## config.mk

```make
export PLATFORM = sky130hd
export DESIGN_NAME = bridge_error_reporting
export DESIGN_NICKNAME = d
export VERILOG_FILES = /design/src/bridge_err_pkg.sv /design/src/discard_timer.sv /design/src/bridge_error_reporting.sv
export VERILOG_INCLUDE_DIRS = /design/src /design/src/src
export SDC_FILE = /design/constraint.sdc
export NUM_CORES = 1
export LEC_CHECK = 0
export ABC_AREA = 0
export BUFFER_PORTS_ARGS = -buffer_cell sky130_fd_sc_hd__clkbuf_2
export CORE_MARGIN = 2
export CORE_UTILIZATION = 35
export CTS_CLUSTER_SIZE = 30
export DETAILED_ROUTE_END_ITERATION = 7
export MAX_ROUTING_LAYER = met4
export PLACE_DENSITY = 0.62
export SYNTH_ARGS = -nofsm -noshare
export SYNTH_HDL_FRONTEND = slang
export SYNTH_HIERARCHICAL = 1
export SYNTH_SLANG_ARGS = --single-unit
export TNS_END_PERCENT = 50
```

## constraint.sdc

```tcl
create_clock -name sys_clk -period 2.7 [get_ports sys_clk]
set_input_delay 0.135 -clock sys_clk [delete_from_list [all_inputs] [get_ports sys_clk]]
set_output_delay 0.135 -clock sys_clk [all_outputs]
set_load 0.005 [all_outputs]
```

## src/bridge_err_map.svh

```systemverilog
// Configuration offsets, field positions, reset values and counts for the bridge error block
`ifndef BRIDGE_ERR_MAP_SVH
`define BRIDGE_ERR_MAP_SVH

// =============================================
// Configuration offsets (byte addresses)
`define OFF_COMMAND        8'h04
`define OFF_STATUS         8'h06
`define OFF_BRIDGE_CONTROL 8'h3E
`define OFF_SERR_CONTROL   8'h60
`define OFF_SERR_STATUS    8'h61
`define OFF_DIAG_CONTROL   8'h70

// =============================================
// Command register fields
`define CMD_PERR_RESP      6
`define CMD_SERR_EN        8
// Status register fields
`define STS_DATA_PERR      8
`define STS_SIG_SERR       14
`define STS_DET_PERR       15
// Bridge control fields
`define BRC_SERR_FWD       1
`define BRC_MABORT_MODE    5
// Diagnostic control fields
`define DIAG_DISCARD_LONG  1
`define DIAG_PARITY_FIX    14
`define DIAG_RETRY_TO_EN   15
// System-error status bit positions
`define SERR_DISCARD_NP    4
`define SERR_ADDR_PERR     6
`define SERR_RETRY_TO      7

// =============================================
// Reset values
`define RST_COMMAND        16'h0000
`define RST_BRIDGE_CONTROL 16'h0000
`define RST_SERR_CONTROL   8'h00
`define RST_DIAG_CONTROL   16'h0002

// =============================================
// Discard limits in PCI clocks
`define DISCARD_LONG_CLKS  32768
`define DISCARD_SHORT_CLKS 1024

`endif

```

## src/bridge_err_pkg.sv

```systemverilog
// Types shared by the bridge error block
package bridge_err_pkg;

	// =============================================
	// Discard timer states
	typedef enum logic [0:0] {
		DT_IDLE  = 1'b0,
		DT_ARMED = 1'b1
	} dt_state_t;

endpackage : bridge_err_pkg

```

## src/discard_timer.sv

```systemverilog
// Delayed-completion discard timer
`timescale 1ns/100ps
`default_nettype none
module discard_timer #(
	parameter int LONG_CLKS  = 32768,
	parameter int SHORT_CLKS = 1024
) (
	input  wire logic sys_clk,
	input  wire logic nrst,
	input  wire logic start,
	input  wire logic nonpref,
	input  wire logic retry_match,
	input  wire logic long_sel,
	output logic      pending,
	output logic      expire,
	output logic      expire_np
);
	localparam int CW = $clog2(LONG_CLKS + 1);

	// =============================================
	// Parameter check
	if (SHORT_CLKS < 1 || SHORT_CLKS > LONG_CLKS) begin : g_bad_limits
		$error("discard_timer: limits out of range");
	end

	bridge_err_pkg::dt_state_t state_reg, state_next;
	logic [CW-1:0]             cnt_reg, cnt_next;
	logic                      np_reg, np_next;
	logic                      exp_reg, exp_next;
	logic                      limit_hit;
	logic [CW-1:0]             limit;

	// Limit picked live, so a mode change applies to a running count
	assign limit     = long_sel ? CW'(LONG_CLKS) : CW'(SHORT_CLKS);
	assign limit_hit = (cnt_reg >= limit - CW'(1));

	// Next-state logic: arm on completion, stop on matched retry, drop on expiry
	always_comb begin
		state_next = state_reg;
		cnt_next   = cnt_reg;
		np_next    = np_reg;
		exp_next   = 1'b0;
		case (state_reg)
			bridge_err_pkg::DT_IDLE: begin
				if (start) begin // RL14
					state_next = bridge_err_pkg::DT_ARMED;
					cnt_next   = '0;
					np_next    = nonpref;
				end
			end
			bridge_err_pkg::DT_ARMED: begin
				if (retry_match) begin // RL20
					state_next = bridge_err_pkg::DT_IDLE;
					cnt_next   = '0;
				end else if (limit_hit) begin // RL17
					state_next = bridge_err_pkg::DT_IDLE;
					cnt_next   = '0;
					exp_next   = 1'b1;
				end else begin
					cnt_next = cnt_reg + CW'(1);
				end
			end
			default: begin
				state_next = bridge_err_pkg::DT_IDLE;
				cnt_next   = '0;
			end
		endcase
	end

	// State registers
	always_ff @(posedge sys_clk or negedge nrst) begin
		if (!nrst) begin
			state_reg <= bridge_err_pkg::DT_IDLE;
			cnt_reg   <= '0;
			np_reg    <= 1'b0;
			exp_reg   <= 1'b0;
		end else begin
			state_reg <= state_next;
			cnt_reg   <= cnt_next;
			np_reg    <= np_next;
			exp_reg   <= exp_next;
		end
	end

	assign pending   = (state_reg == bridge_err_pkg::DT_ARMED);
	assign expire    = exp_reg;
	assign expire_np = exp_reg & np_reg;

endmodule : discard_timer
`default_nettype wire

```

## src/bridge_error_reporting.sv

```systemverilog
// Bridge error detection, system-error reporting and delayed-completion discard
// Operation
// RL1 - Mastering parity error with control bit 5 raises system error, sets W1C status bit 5.
// RL2 - Software should enable mastering-parity reporting only while fixing parity.
// RL3 - Parity response on: address parity or target abort raises system error, status bit 6.
// RL4 - Retry timeout enabled by diagnostic bit 15: expiry raises system error, status bit 7.
// RL5 - Secondary system error forwarded only when command bit 8 and bridge control bit 1 set.
// RL6 - Diagnostic bit 14 clear passes parity errors; set regenerates parity.
// RL7 - Use parity passing only when system devices can recover from errors.
// RL8 - Parity response on: bad received data asserts PERR.
// RL9 - Any detected bad parity sets status bit 15.
// RL10 - Parity response on: bad parity, or PERR driven or seen as master, sets bit 8.
// RL11 - Target abort on forwarded write returns target abort to initiator.
// RL12 - Target abort on forwarded read delivers valid data then disconnects.
// RL13 - Primary access during secondary reset follows master abort mode bit 5.
// RL14 - After delayed completion, count clocks and discard if master does not retry.
// RL15 - Discard limit defaults to 2^15 clocks; diagnostic bit 1 clear gives 2^10.
// RL16 - Prefetchable completed delayed reads may also be discarded.
// RL17 - On discard timer expiry, drop pending completion data and status.
// RL18 - Control-gated conditions also need command bit 8; bit 14 set on any system error.
// RL19 - Control bit 4 and expiry on nonprefetchable read raise system error, status bit 4.
// RL20 - Matching retry with delivery stops and clears the discard timer.
`include "bridge_err_map.svh"
`timescale 1ns/100ps
`default_nettype none
module bridge_error_reporting #(
	parameter int DISCARD_LONG_CLKS  = `DISCARD_LONG_CLKS,
	parameter int DISCARD_SHORT_CLKS = `DISCARD_SHORT_CLKS
) (
	input  wire logic        sys_clk,
	input  wire logic        nrst,
	input  wire logic        cfg_wr,
	input  wire logic        cfg_rd,
	input  wire logic [7:0]  cfg_addr,
	input  wire logic [15:0] cfg_wdata,
	output logic      [15:0] cfg_rdata,
	input  wire logic        arb_timeout,
	input  wire logic        posted_perr,
	input  wire logic        posted_tabort,
	input  wire logic        posted_mabort,
	input  wire logic        par_err_master,
	input  wire logic        addr_par_err,
	input  wire logic        data_par_err,
	input  wire logic        perr_seen_master,
	input  wire logic        tgt_abort_rx,
	input  wire logic        burst_is_write,
	input  wire logic        retry_expired,
	input  wire logic        sec_serr_n,
	input  wire logic        prim_txn_sec_rst,
	input  wire logic        dt_complete,
	input  wire logic        dt_prefetch,
	input  wire logic        dt_retry_match,
	output logic             serr_out,
	output logic             serr_oe,
	output logic             perr_out,
	output logic             perr_oe,
	output logic             parity_fix,
	output logic             init_tgt_abort,
	output logic             init_disconnect,
	output logic             sec_rst_tabort,
	output logic             dt_pending,
	output logic             dt_discard
);

	// =============================================
	// Parameter check
	// Refused at elaboration: an empty or inverted pair of limits leaves the timer no short mode
	if (DISCARD_SHORT_CLKS < 1 || DISCARD_SHORT_CLKS > DISCARD_LONG_CLKS) begin : g_bad_limits
		$error("bridge_error_reporting: discard limits out of range");
	end

	// =============================================
	// Registers
	logic [15:0] command_reg;
	logic [15:0] status_reg, status_next;
	logic [15:0] bridge_control_reg;
	logic [7:0]  serr_control_reg;
	logic [7:0]  serr_status_reg, serr_status_next;
	logic [15:0] diag_control_reg;
	logic [15:0] rdata_reg;
	logic        sec_serr_s1_reg, sec_serr_s2_reg;
	logic        serr_oe_reg, perr_oe_reg;
	logic        tabort_reg, disc_reg, srst_reg;

	// Address decode
	wire wr_cmd  = cfg_wr && (cfg_addr == `OFF_COMMAND);
	wire wr_sts  = cfg_wr && (cfg_addr == `OFF_STATUS);
	wire wr_brc  = cfg_wr && (cfg_addr == `OFF_BRIDGE_CONTROL);
	wire wr_sctl = cfg_wr && (cfg_addr == `OFF_SERR_CONTROL);
	wire wr_ssts = cfg_wr && (cfg_addr == `OFF_SERR_STATUS);
	wire wr_diag = cfg_wr && (cfg_addr == `OFF_DIAG_CONTROL);

	// Control fields
	wire perr_resp = command_reg[`CMD_PERR_RESP];
	wire serr_en   = command_reg[`CMD_SERR_EN];
	wire long_sel  = diag_control_reg[`DIAG_DISCARD_LONG];

	// =============================================
	// Discard timer
	logic dt_expire, dt_expire_np;

	discard_timer #(
		.LONG_CLKS  (DISCARD_LONG_CLKS),
		.SHORT_CLKS (DISCARD_SHORT_CLKS)
	) u_discard_timer (
		.sys_clk     (sys_clk),
		.nrst        (nrst),
		.start       (dt_complete),
		.nonpref     (!dt_prefetch),
		.retry_match (dt_retry_match),
		.long_sel    (long_sel), // RL15
		.pending     (dt_pending),
		.expire      (dt_expire),
		.expire_np   (dt_expire_np)
	);

	// Prefetchable and nonprefetchable completions both drop on expiry
	assign dt_discard = dt_expire; // RL17 RL16

	// =============================================
	// System-error sources and their gates
	logic [7:0] serr_ev;
	logic [7:0] serr_gate;
	logic [7:0] serr_set;

	assign serr_ev = {retry_expired,
	                  addr_par_err | tgt_abort_rx,
	                  par_err_master,
	                  dt_expire_np,
	                  posted_mabort,
	                  posted_tabort,
	                  posted_perr,
	                  arb_timeout};

	// Control-gated sources also need the command enable; bits 6 and 7 have their own gate
	assign serr_gate[5:0]            = serr_control_reg[5:0] & {6{serr_en}}; // RL18 RL1 RL19
	assign serr_gate[`SERR_ADDR_PERR] = perr_resp;                            // RL3
	assign serr_gate[`SERR_RETRY_TO]  = diag_control_reg[`DIAG_RETRY_TO_EN];   // RL4

	// Per-bit set, and W1C where a same-cycle event beats the clear
	genvar gi;
	generate
		for (gi = 0; gi < 8; gi++) begin : g_serr
			assign serr_set[gi]         = serr_ev[gi] & serr_gate[gi];
			assign serr_status_next[gi] = serr_set[gi] |
				(serr_status_reg[gi] & ~(wr_ssts & cfg_wdata[gi]));
		end
	endgenerate

	// Secondary system error, synchronised before use
	wire sec_serr_fwd = !sec_serr_s2_reg && serr_en && bridge_control_reg[`BRC_SERR_FWD]; // RL5
	wire serr_fire    = (|serr_set) || sec_serr_fwd;

	// =============================================
	// Parity status
	wire any_bad_par = data_par_err | addr_par_err | par_err_master;
	wire dpe_set     = perr_resp & (data_par_err | perr_seen_master | par_err_master); // RL10
	wire perr_fire   = perr_resp & data_par_err; // RL8

	// Implemented status bits only; others read zero
	always_comb begin
		status_next = status_reg & ~({16{wr_sts}} & cfg_wdata);
		status_next[`STS_DET_PERR] = status_next[`STS_DET_PERR] | any_bad_par; // RL9
		status_next[`STS_SIG_SERR] = status_next[`STS_SIG_SERR] | serr_fire;   // RL18
		status_next[`STS_DATA_PERR] = status_next[`STS_DATA_PERR] | dpe_set;   // RL10
	end

	// =============================================
	// Read mux
	wire [15:0] rd_mux =
		(cfg_addr == `OFF_COMMAND)        ? command_reg :
		(cfg_addr == `OFF_STATUS)         ? status_reg :
		(cfg_addr == `OFF_BRIDGE_CONTROL) ? bridge_control_reg :
		(cfg_addr == `OFF_SERR_CONTROL)   ? {8'h00, serr_control_reg} :
		(cfg_addr == `OFF_SERR_STATUS)    ? {8'h00, serr_status_reg} :
		(cfg_addr == `OFF_DIAG_CONTROL)   ? diag_control_reg : 16'h0000;

	// =============================================
	// Software-written registers
	always_ff @(posedge sys_clk or negedge nrst) begin
		if (!nrst) begin
			command_reg        <= `RST_COMMAND;
			bridge_control_reg <= `RST_BRIDGE_CONTROL;
			serr_control_reg   <= `RST_SERR_CONTROL;
			diag_control_reg   <= `RST_DIAG_CONTROL;
		end else begin
			if (wr_cmd)  command_reg        <= cfg_wdata;
			if (wr_brc)  bridge_control_reg <= cfg_wdata;
			if (wr_sctl) serr_control_reg   <= cfg_wdata[7:0];
			if (wr_diag) diag_control_reg   <= cfg_wdata;
		end
	end

	// Status registers and read data
	always_ff @(posedge sys_clk or negedge nrst) begin
		if (!nrst) begin
			status_reg      <= 16'h0000;
			serr_status_reg <= 8'h00;
			rdata_reg       <= 16'h0000;
		end else begin
			status_reg      <= status_next & 16'hC100;
			serr_status_reg <= serr_status_next; // RL1 RL3 RL4 RL19
			if (cfg_rd) rdata_reg <= rd_mux;
		end
	end

	// Pin synchroniser: the first stage feeds only the second
	always_ff @(posedge sys_clk or negedge nrst) begin
		if (!nrst) begin
			sec_serr_s1_reg <= 1'b1;
			sec_serr_s2_reg <= 1'b1;
		end else begin
			sec_serr_s1_reg <= sec_serr_n;
			sec_serr_s2_reg <= sec_serr_s1_reg;
		end
	end

	// =============================================
	// Pin drives and abort responses, one cycle after the cause
	always_ff @(posedge sys_clk or negedge nrst) begin
		if (!nrst) begin
			serr_oe_reg <= 1'b0;
			perr_oe_reg <= 1'b0;
			tabort_reg  <= 1'b0;
			disc_reg    <= 1'b0;
			srst_reg    <= 1'b0;
		end else begin
			serr_oe_reg <= serr_fire;
			perr_oe_reg <= perr_fire;                                          // RL8
			tabort_reg  <= tgt_abort_rx & burst_is_write;                      // RL11
			disc_reg    <= tgt_abort_rx & !burst_is_write;                     // RL12
			srst_reg    <= prim_txn_sec_rst & bridge_control_reg[`BRC_MABORT_MODE]; // RL13
		end
	end

	// Open-drain pins only ever pull low
	assign serr_out        = 1'b0;
	assign serr_oe         = serr_oe_reg;
	assign perr_out        = 1'b0;
	assign perr_oe         = perr_oe_reg;
	assign parity_fix      = diag_control_reg[`DIAG_PARITY_FIX]; // RL6
	assign init_tgt_abort  = tabort_reg;
	assign init_disconnect = disc_reg;
	assign sec_rst_tabort  = srst_reg;
	assign cfg_rdata       = rdata_reg;

	// Cycles spent armed, counted apart from the timer so that a broken timer counter shows up here
	logic [31:0] armed_cnt_reg;

	// Saturates rather than wraps, so a stuck timer keeps failing the checks below
	always_ff @(posedge sys_clk or negedge nrst) begin
		if (!nrst) begin
			armed_cnt_reg <= 32'h0000_0000;
		end else if (!dt_pending) begin
			armed_cnt_reg <= 32'h0000_0000;
		end else if (armed_cnt_reg != 32'hFFFF_FFFF) begin
			armed_cnt_reg <= armed_cnt_reg + 32'h0000_0001;
		end
	end
endmodule : bridge_error_reporting
`default_nettype wire

```

Yosys cells after proc, flatten, opt, wreduce, memory -nomap -nowiden --
Index checks and enable logic that the tools add are counted.
Cells by class: magnitude comparators 1, equality and inequality tests 7, bitwise logic cells 59, reduce and logical (&&, ||, !) cells 14, muxes and demuxes 18, $add $sub $neg 2
Operators by type and width (number):
- $mux W16 | 10
- $and A16 B16 Y16 | 2
- $pmux W16 S2 | 1
- $and A1 B1 Y1 | 30
- $eq A8 B7 Y1 const B | 3
- $add A16 B1 Y16 const B | 1
- $eq A8 B3 Y1 const B | 2
- $ge A16 B16 Y1 | 1
- $not A16 Y16 | 1
- $or A1 B1 Y1 | 16
- $sub A16 B1 Y16 const B | 1
- $not A1 Y1 | 9
- $eq A8 B6 Y1 const B | 1
- $logic_and A1 B1 Y1 | 8
- $reduce_or A8 Y1 | 1
- $and A6 B6 Y6 | 1
- $mux W1 | 6
- $logic_not A1 Y1 | 3
- $ne A2 B2 Y1 const B | 1
- $pmux W1 S2 | 1
- $reduce_and A2 Y1 | 1
- $logic_or A1 B1 Y1 | 1
Word-level totals: output and inout bits 26, word-level logic and storage cells 119, input port bits 44, register bits after elaboration 109

Depth between registers and ports, before layout --
depth after elaboration 7, depth in mapped cells 8, gate-level depth less buffers 7

Cells and area by module --
The synthesis kept the hierarchy.
Modules (own cells, without submodules):
- bridge_error_reporting | area each 4043.9 µm², cells an instance 326, sequential area each 2255.9 µm², times used 1
- discard_timer | area each 1098.6 µm², cells an instance 118, sequential area each 475.5 µm², times used 1

Least setup slack after synthesis --
Ideal clock, no wire load.
path kind register to register, start register diag_control_reg[1], end register u_discard_timer.cnt_reg[8], cell stages (with the launch flop) 9, buffers on the path 1, slack 0.368 ns, data required time 2.631 ns, arrival 2.263 ns, clock period less this slack 2.332 ns, setup time 0.069 ns, cells stage by stage dfstp_2 > inv_1 > ha_1 > a211oi_1 > nand2_1 > or4_4 > buf_2 > or3_1 > nand3_1
Between the ends: word-level cells in the longest chain between the ends 6
RTL lines:
- start: declaration | RTL line bridge_error_reporting.sv:79 | logic [15:0] diag_control_reg;
- start signal: assignment | RTL line bridge_error_reporting.sv:185 | diag_control_reg <= `RST_DIAG_CONTROL;
- start signal: assignment | RTL line bridge_error_reporting.sv:190 | if (wr_diag) diag_control_reg <= cfg_wdata;
- $mux W16 | RTL line discard_timer.sv:34 | assign limit = long_sel ? CW'(LONG_CLKS) : CW'(SHORT_CLKS);
- $sub A16 B1 Y16 | RTL line discard_timer.sv:35 | assign limit_hit = (cnt_reg >= limit - CW'(1));
- $ge A16 B16 Y1 | RTL line discard_timer.sv:35
- $mux W16 | RTL line discard_timer.sv:55 | end else if (limit_hit) begin
- $mux W16 | RTL line discard_timer.sv:52 | if (retry_match) begin
- $pmux W16 S2 | RTL line discard_timer.sv:43 | case (state_reg)
- end signal: assignment | RTL line discard_timer.sv:79 | cnt_reg <= cnt_next;
- end: declaration | RTL line discard_timer.sv:27 | logic [CW-1:0] cnt_reg, cnt_next;
Every way passes these cells. A chain may end at the register's enable or synchronous reset.

Worst setup path after layout --
start register diag_control_reg[1], end register u_discard_timer.cnt_reg[13]
The elaborated chain is that of the path after synthesis.

==> parameters.txt <==
Parameter                              Value

Setup path
  Critical-path maximum fanout ... 5
  Crit Path Class ... reg2reg
  Data required time at the worst endpoint ... 2.99 ns
  Critical path data arrival time ... ~2.9 ns
  Sort of element at the end of the critical path ... flip-flop
  Startpoint types ... flip-flop

Yosys
  Netlist cell types ... 52
  Average cell area after synthesis ... roughly 12 sq um
  Share of flip-flops with an asynchronous set or reset ... 100%
  Share of synthesized area occupied by flip-flops and latches ... between 50% and 60%
  Largest cells by area after synthesis ... dfrtp_1 52%, mux2_2 11%, nand3_1 3.8%, mux2_4 2.9%, nand2_1 2.4%
  Leading register cell type out of synthesis ... dfrtp_1
  Share of the synthesized area in the top cell type ... 51.6%
  Yosys warning count ... 6
  Cell accounting for the most synthesized area ... dfrtp_1
  Synthesized area ... approximately 5100 sq um
  Synthesis-stage register bit count ... ~110
  Number of enable flip-flop cells after synthesis ... 0
  Synthesized instance count ... approximately 440

Detailed routing
  DRC ... 0
  Remaining antenna violation count ... 0
  Routed len/inst ... 16.7 microns
  Vias per Instance ... 5.19
  Number of optimization iterations in the first detailed-route pass ... 4
  Routed WL ... about 12000 microns
  Count of routing violations after the opening detailed-route iteration ... between 200 and 250
  Via Count ... roughly 3.7k

Pwr
  Peak supply drop ... 0.303 mV
  Power dissipated by switching net loads ... roughly 0.87 mW
  Standby leakage power ... 3.00 nW
  Total Power ... between 3 and 4 mW
  Proportion of total power due to net switching ... 25.5%
  Cell area power density ... around 560 nW/um^2
  Reg power frac ... 52.0%
  Relative contribution of combinational cells to total power ... under 10%
  Clock group share of total power ... a little under two fifths
  Internal Dissipation ... about 2.5 mW

Floorplan
  Height of the die ... between 100 and 150 microns
  I/O pin count ... 70
  DIE WIDTH ... approximately 130 microns
  Die Footprint ... around 16000 sq um
  Num rows ... 44
  Starting density of the core ... 35.7%
  Placeable core region ... approximately 14000 sq um

Clock network
  Post-cts repair resize count ... 0
  CTS sink cnt ... 109
  Number of buffers inserted during clock tree synthesis ... 9
  Buffer levels on the longest clock path ... 2
  Number of levels the H-tree was split into ... 3
  TritonCTS clock tree ... built
  Clock input transition at the sequential cells of the worst setup and hold paths ... ~0.070 ns
  Root cell of the clock tree ... clkbuf_16
  Clock latency of the later-clocked register in the worst-skew pair ... 0.35 ns

Placed design
  Cell Area, Placed ... ~5700 sq um
  Placed Cells incl. Taps ... ~690
  Port Buffer Count ... 67
  Global placer's final weighted congestion ... between 0.7 and 0.8
  Pre-CTS setup slack ... ~0.14 ns
  Placed wire-length estimate after detailed placement ... between 8000 and 9000 microns

Timing
  Final hold vios ... 0
  Period minus WS final ... around 2.6 ns
  Worst Tran Pin Value ... 0.772 ns
  Worst slack on hold paths ... roughly 0.010 ns
  Setup slack after layout ... 0.122 ns
  Final max-slew violation count ... 0
  Final period utilization ... 95.5%
  Largest clock skew in the final design ... slightly above 0.01 ns
  Total negative slack for setup checks ... 0 ns
  Highest attainable clock frequency ... between 0.3 and 0.4 GHz
  Worst slew margin relative to its limit ... 48.6%
  Setup violators final ... 0

GRT
  Maximum number of pins on one net before global-route repair ... just over 60
  Overflow after GRT ... 0
  Overall Global Routing Usage ... between 10% and 20%
  Initial antenna violation count ... 1
  First-pass GRT wire length ... just under 20000 microns
  Number of global-route vias before repair ... 3715

Finish
  Filler Cell Count ... approximately 1.4k
  Fin util ... 42.1%
  Layout overhead on the synthesized area ... 18.1%
  Finished layout cell area ... 6070 sq um
  Layout cell share with drive strength beyond 1 ... between 30% and 40%
  Most common cell after layout, fill and taps aside ... dfrtp_1
  Total number of nets in the final design ... about 570
  Leading cell types in the layout, fill and taps excluded ... 106 x dfrtp_1, 66 x clkbuf_2, 50 x mux2_2
  Final instance count without filler cells ... approximately 710

Run status
  Run status ... finished clean

Job
  Max Cap Viol ... 0

Worst hold path
  Hold Path Class ... in2reg
-- timing repair --
| action | 4_1_cts | 5_1_grt |
|---|---|---|
| hold buffers | 5 | 0 |
| hold endpoints to repair | 61 | 0 |
| buffers inserted | 0 | 2 |
| endpoints found under the setup margin | 0 | 1 |
-- worst paths after layout --
path | from | endpoint | slack (ns) | cells past startpoint
setup / recovery | diag_control_reg[1] | u_discard_timer/cnt_reg[13] | 0.12 | 7
hold / removal | perr_seen_master | status_reg[8] | 0.01 | 3
setup reg to reg | diag_control_reg[1] | u_discard_timer/cnt_reg[13] | 0.12 | 7
hold reg to reg | sec_serr_s1_reg | sec_serr_s2_reg | 0.36 | 0
max in group asynchronous | nrst | sec_serr_s1_reg | 1.48 | 3
min in group asynchronous | nrst | cfg_rdata[10] | 0.39 | 2
-- Yosys cell counts (2+ instances only) --
cell,count
o2bb2ai_1,8
or3_1,5
and2_1,6
a21o_1,9
o22ai_1,3
a22oi_1,16
buf_4,2
nor3_1,8
a22o_1,9
nor2b_1,5
nand3_2,3
o21ai_0,16
nor4_2,3
nor2_1,12
a31oi_1,2
mux2_2,50
nand2b_1,10
and3_1,3
nand4_1,6
buf_2,8
mux2i_1,9
nand3_1,39
o31ai_1,2
a21oi_1,12
inv_1,5
mux2_4,10
clkbuf_1,13
nand4b_1,2
dfrtp_1,106
dfstp_2,3
nand2_1,33
ha_1,6
-- layer usage --
layer  wire, microns  GRT usage [%]  vias up
met2            5680           25.2       70
met1            5530           21.9     1838
met4             184           5.82        0
met5               0              -        -
li1                -              -     1772
met3             451           2.74       13
-- cell type report --
cell class	count	area (sq um)	area share (%)
inverters	5	18.8	0.309
diodes	1	2.50	0.0412
multi-input cells	306	2280	37.5
well taps	184	230	3.79
clock buffers	10	239	3.93
flip-flops and latches	109	2730	45.0
repair buffers	90	523	8.61
clock inverters	6	52.6	0.865
-- power by group through the flow --
| stage | registers (mW) | logic, mW | clock network, mW |
|---|---|---|---|
| finish | 1.78 | 0.335 | 1.31 |
| global route | 1.79 | 0.374 | 1.42 |
| CTS | 1.78 | 0.335 | 1.34 |
| detailed placement | 1.81 | 0.327 | 0 |
| global placement | 1.80 | 0.317 | 0 |
| floorplan | 1.79 | 0.180 | 0 |
-- cells by family (layout without fill, tap and decap cells) --
logic type	after synthesis	count (layout)	synth area share (%)
muxes	69	69	15.6
and+or+nand+nor	147	147	16.1
adders and majority gates	6	6	1.46
buffers and inverters	30	111	2.68
AOI/OAI and AO/OA	82	82	11.0
other	1	3	0.0729
DFF	109	109	53.1
-- worst max-delay path, stage by stage, from the launching register on --
cell	delay, ns
dfstp_2	0.54
inv_1	0.10
ha_1	0.34
a211oi_1	0.24
nand2_1	0.15
or4_4	0.52
or4_1	0.53
nand3_1	0.09
(Power assumes the default switching activity.)
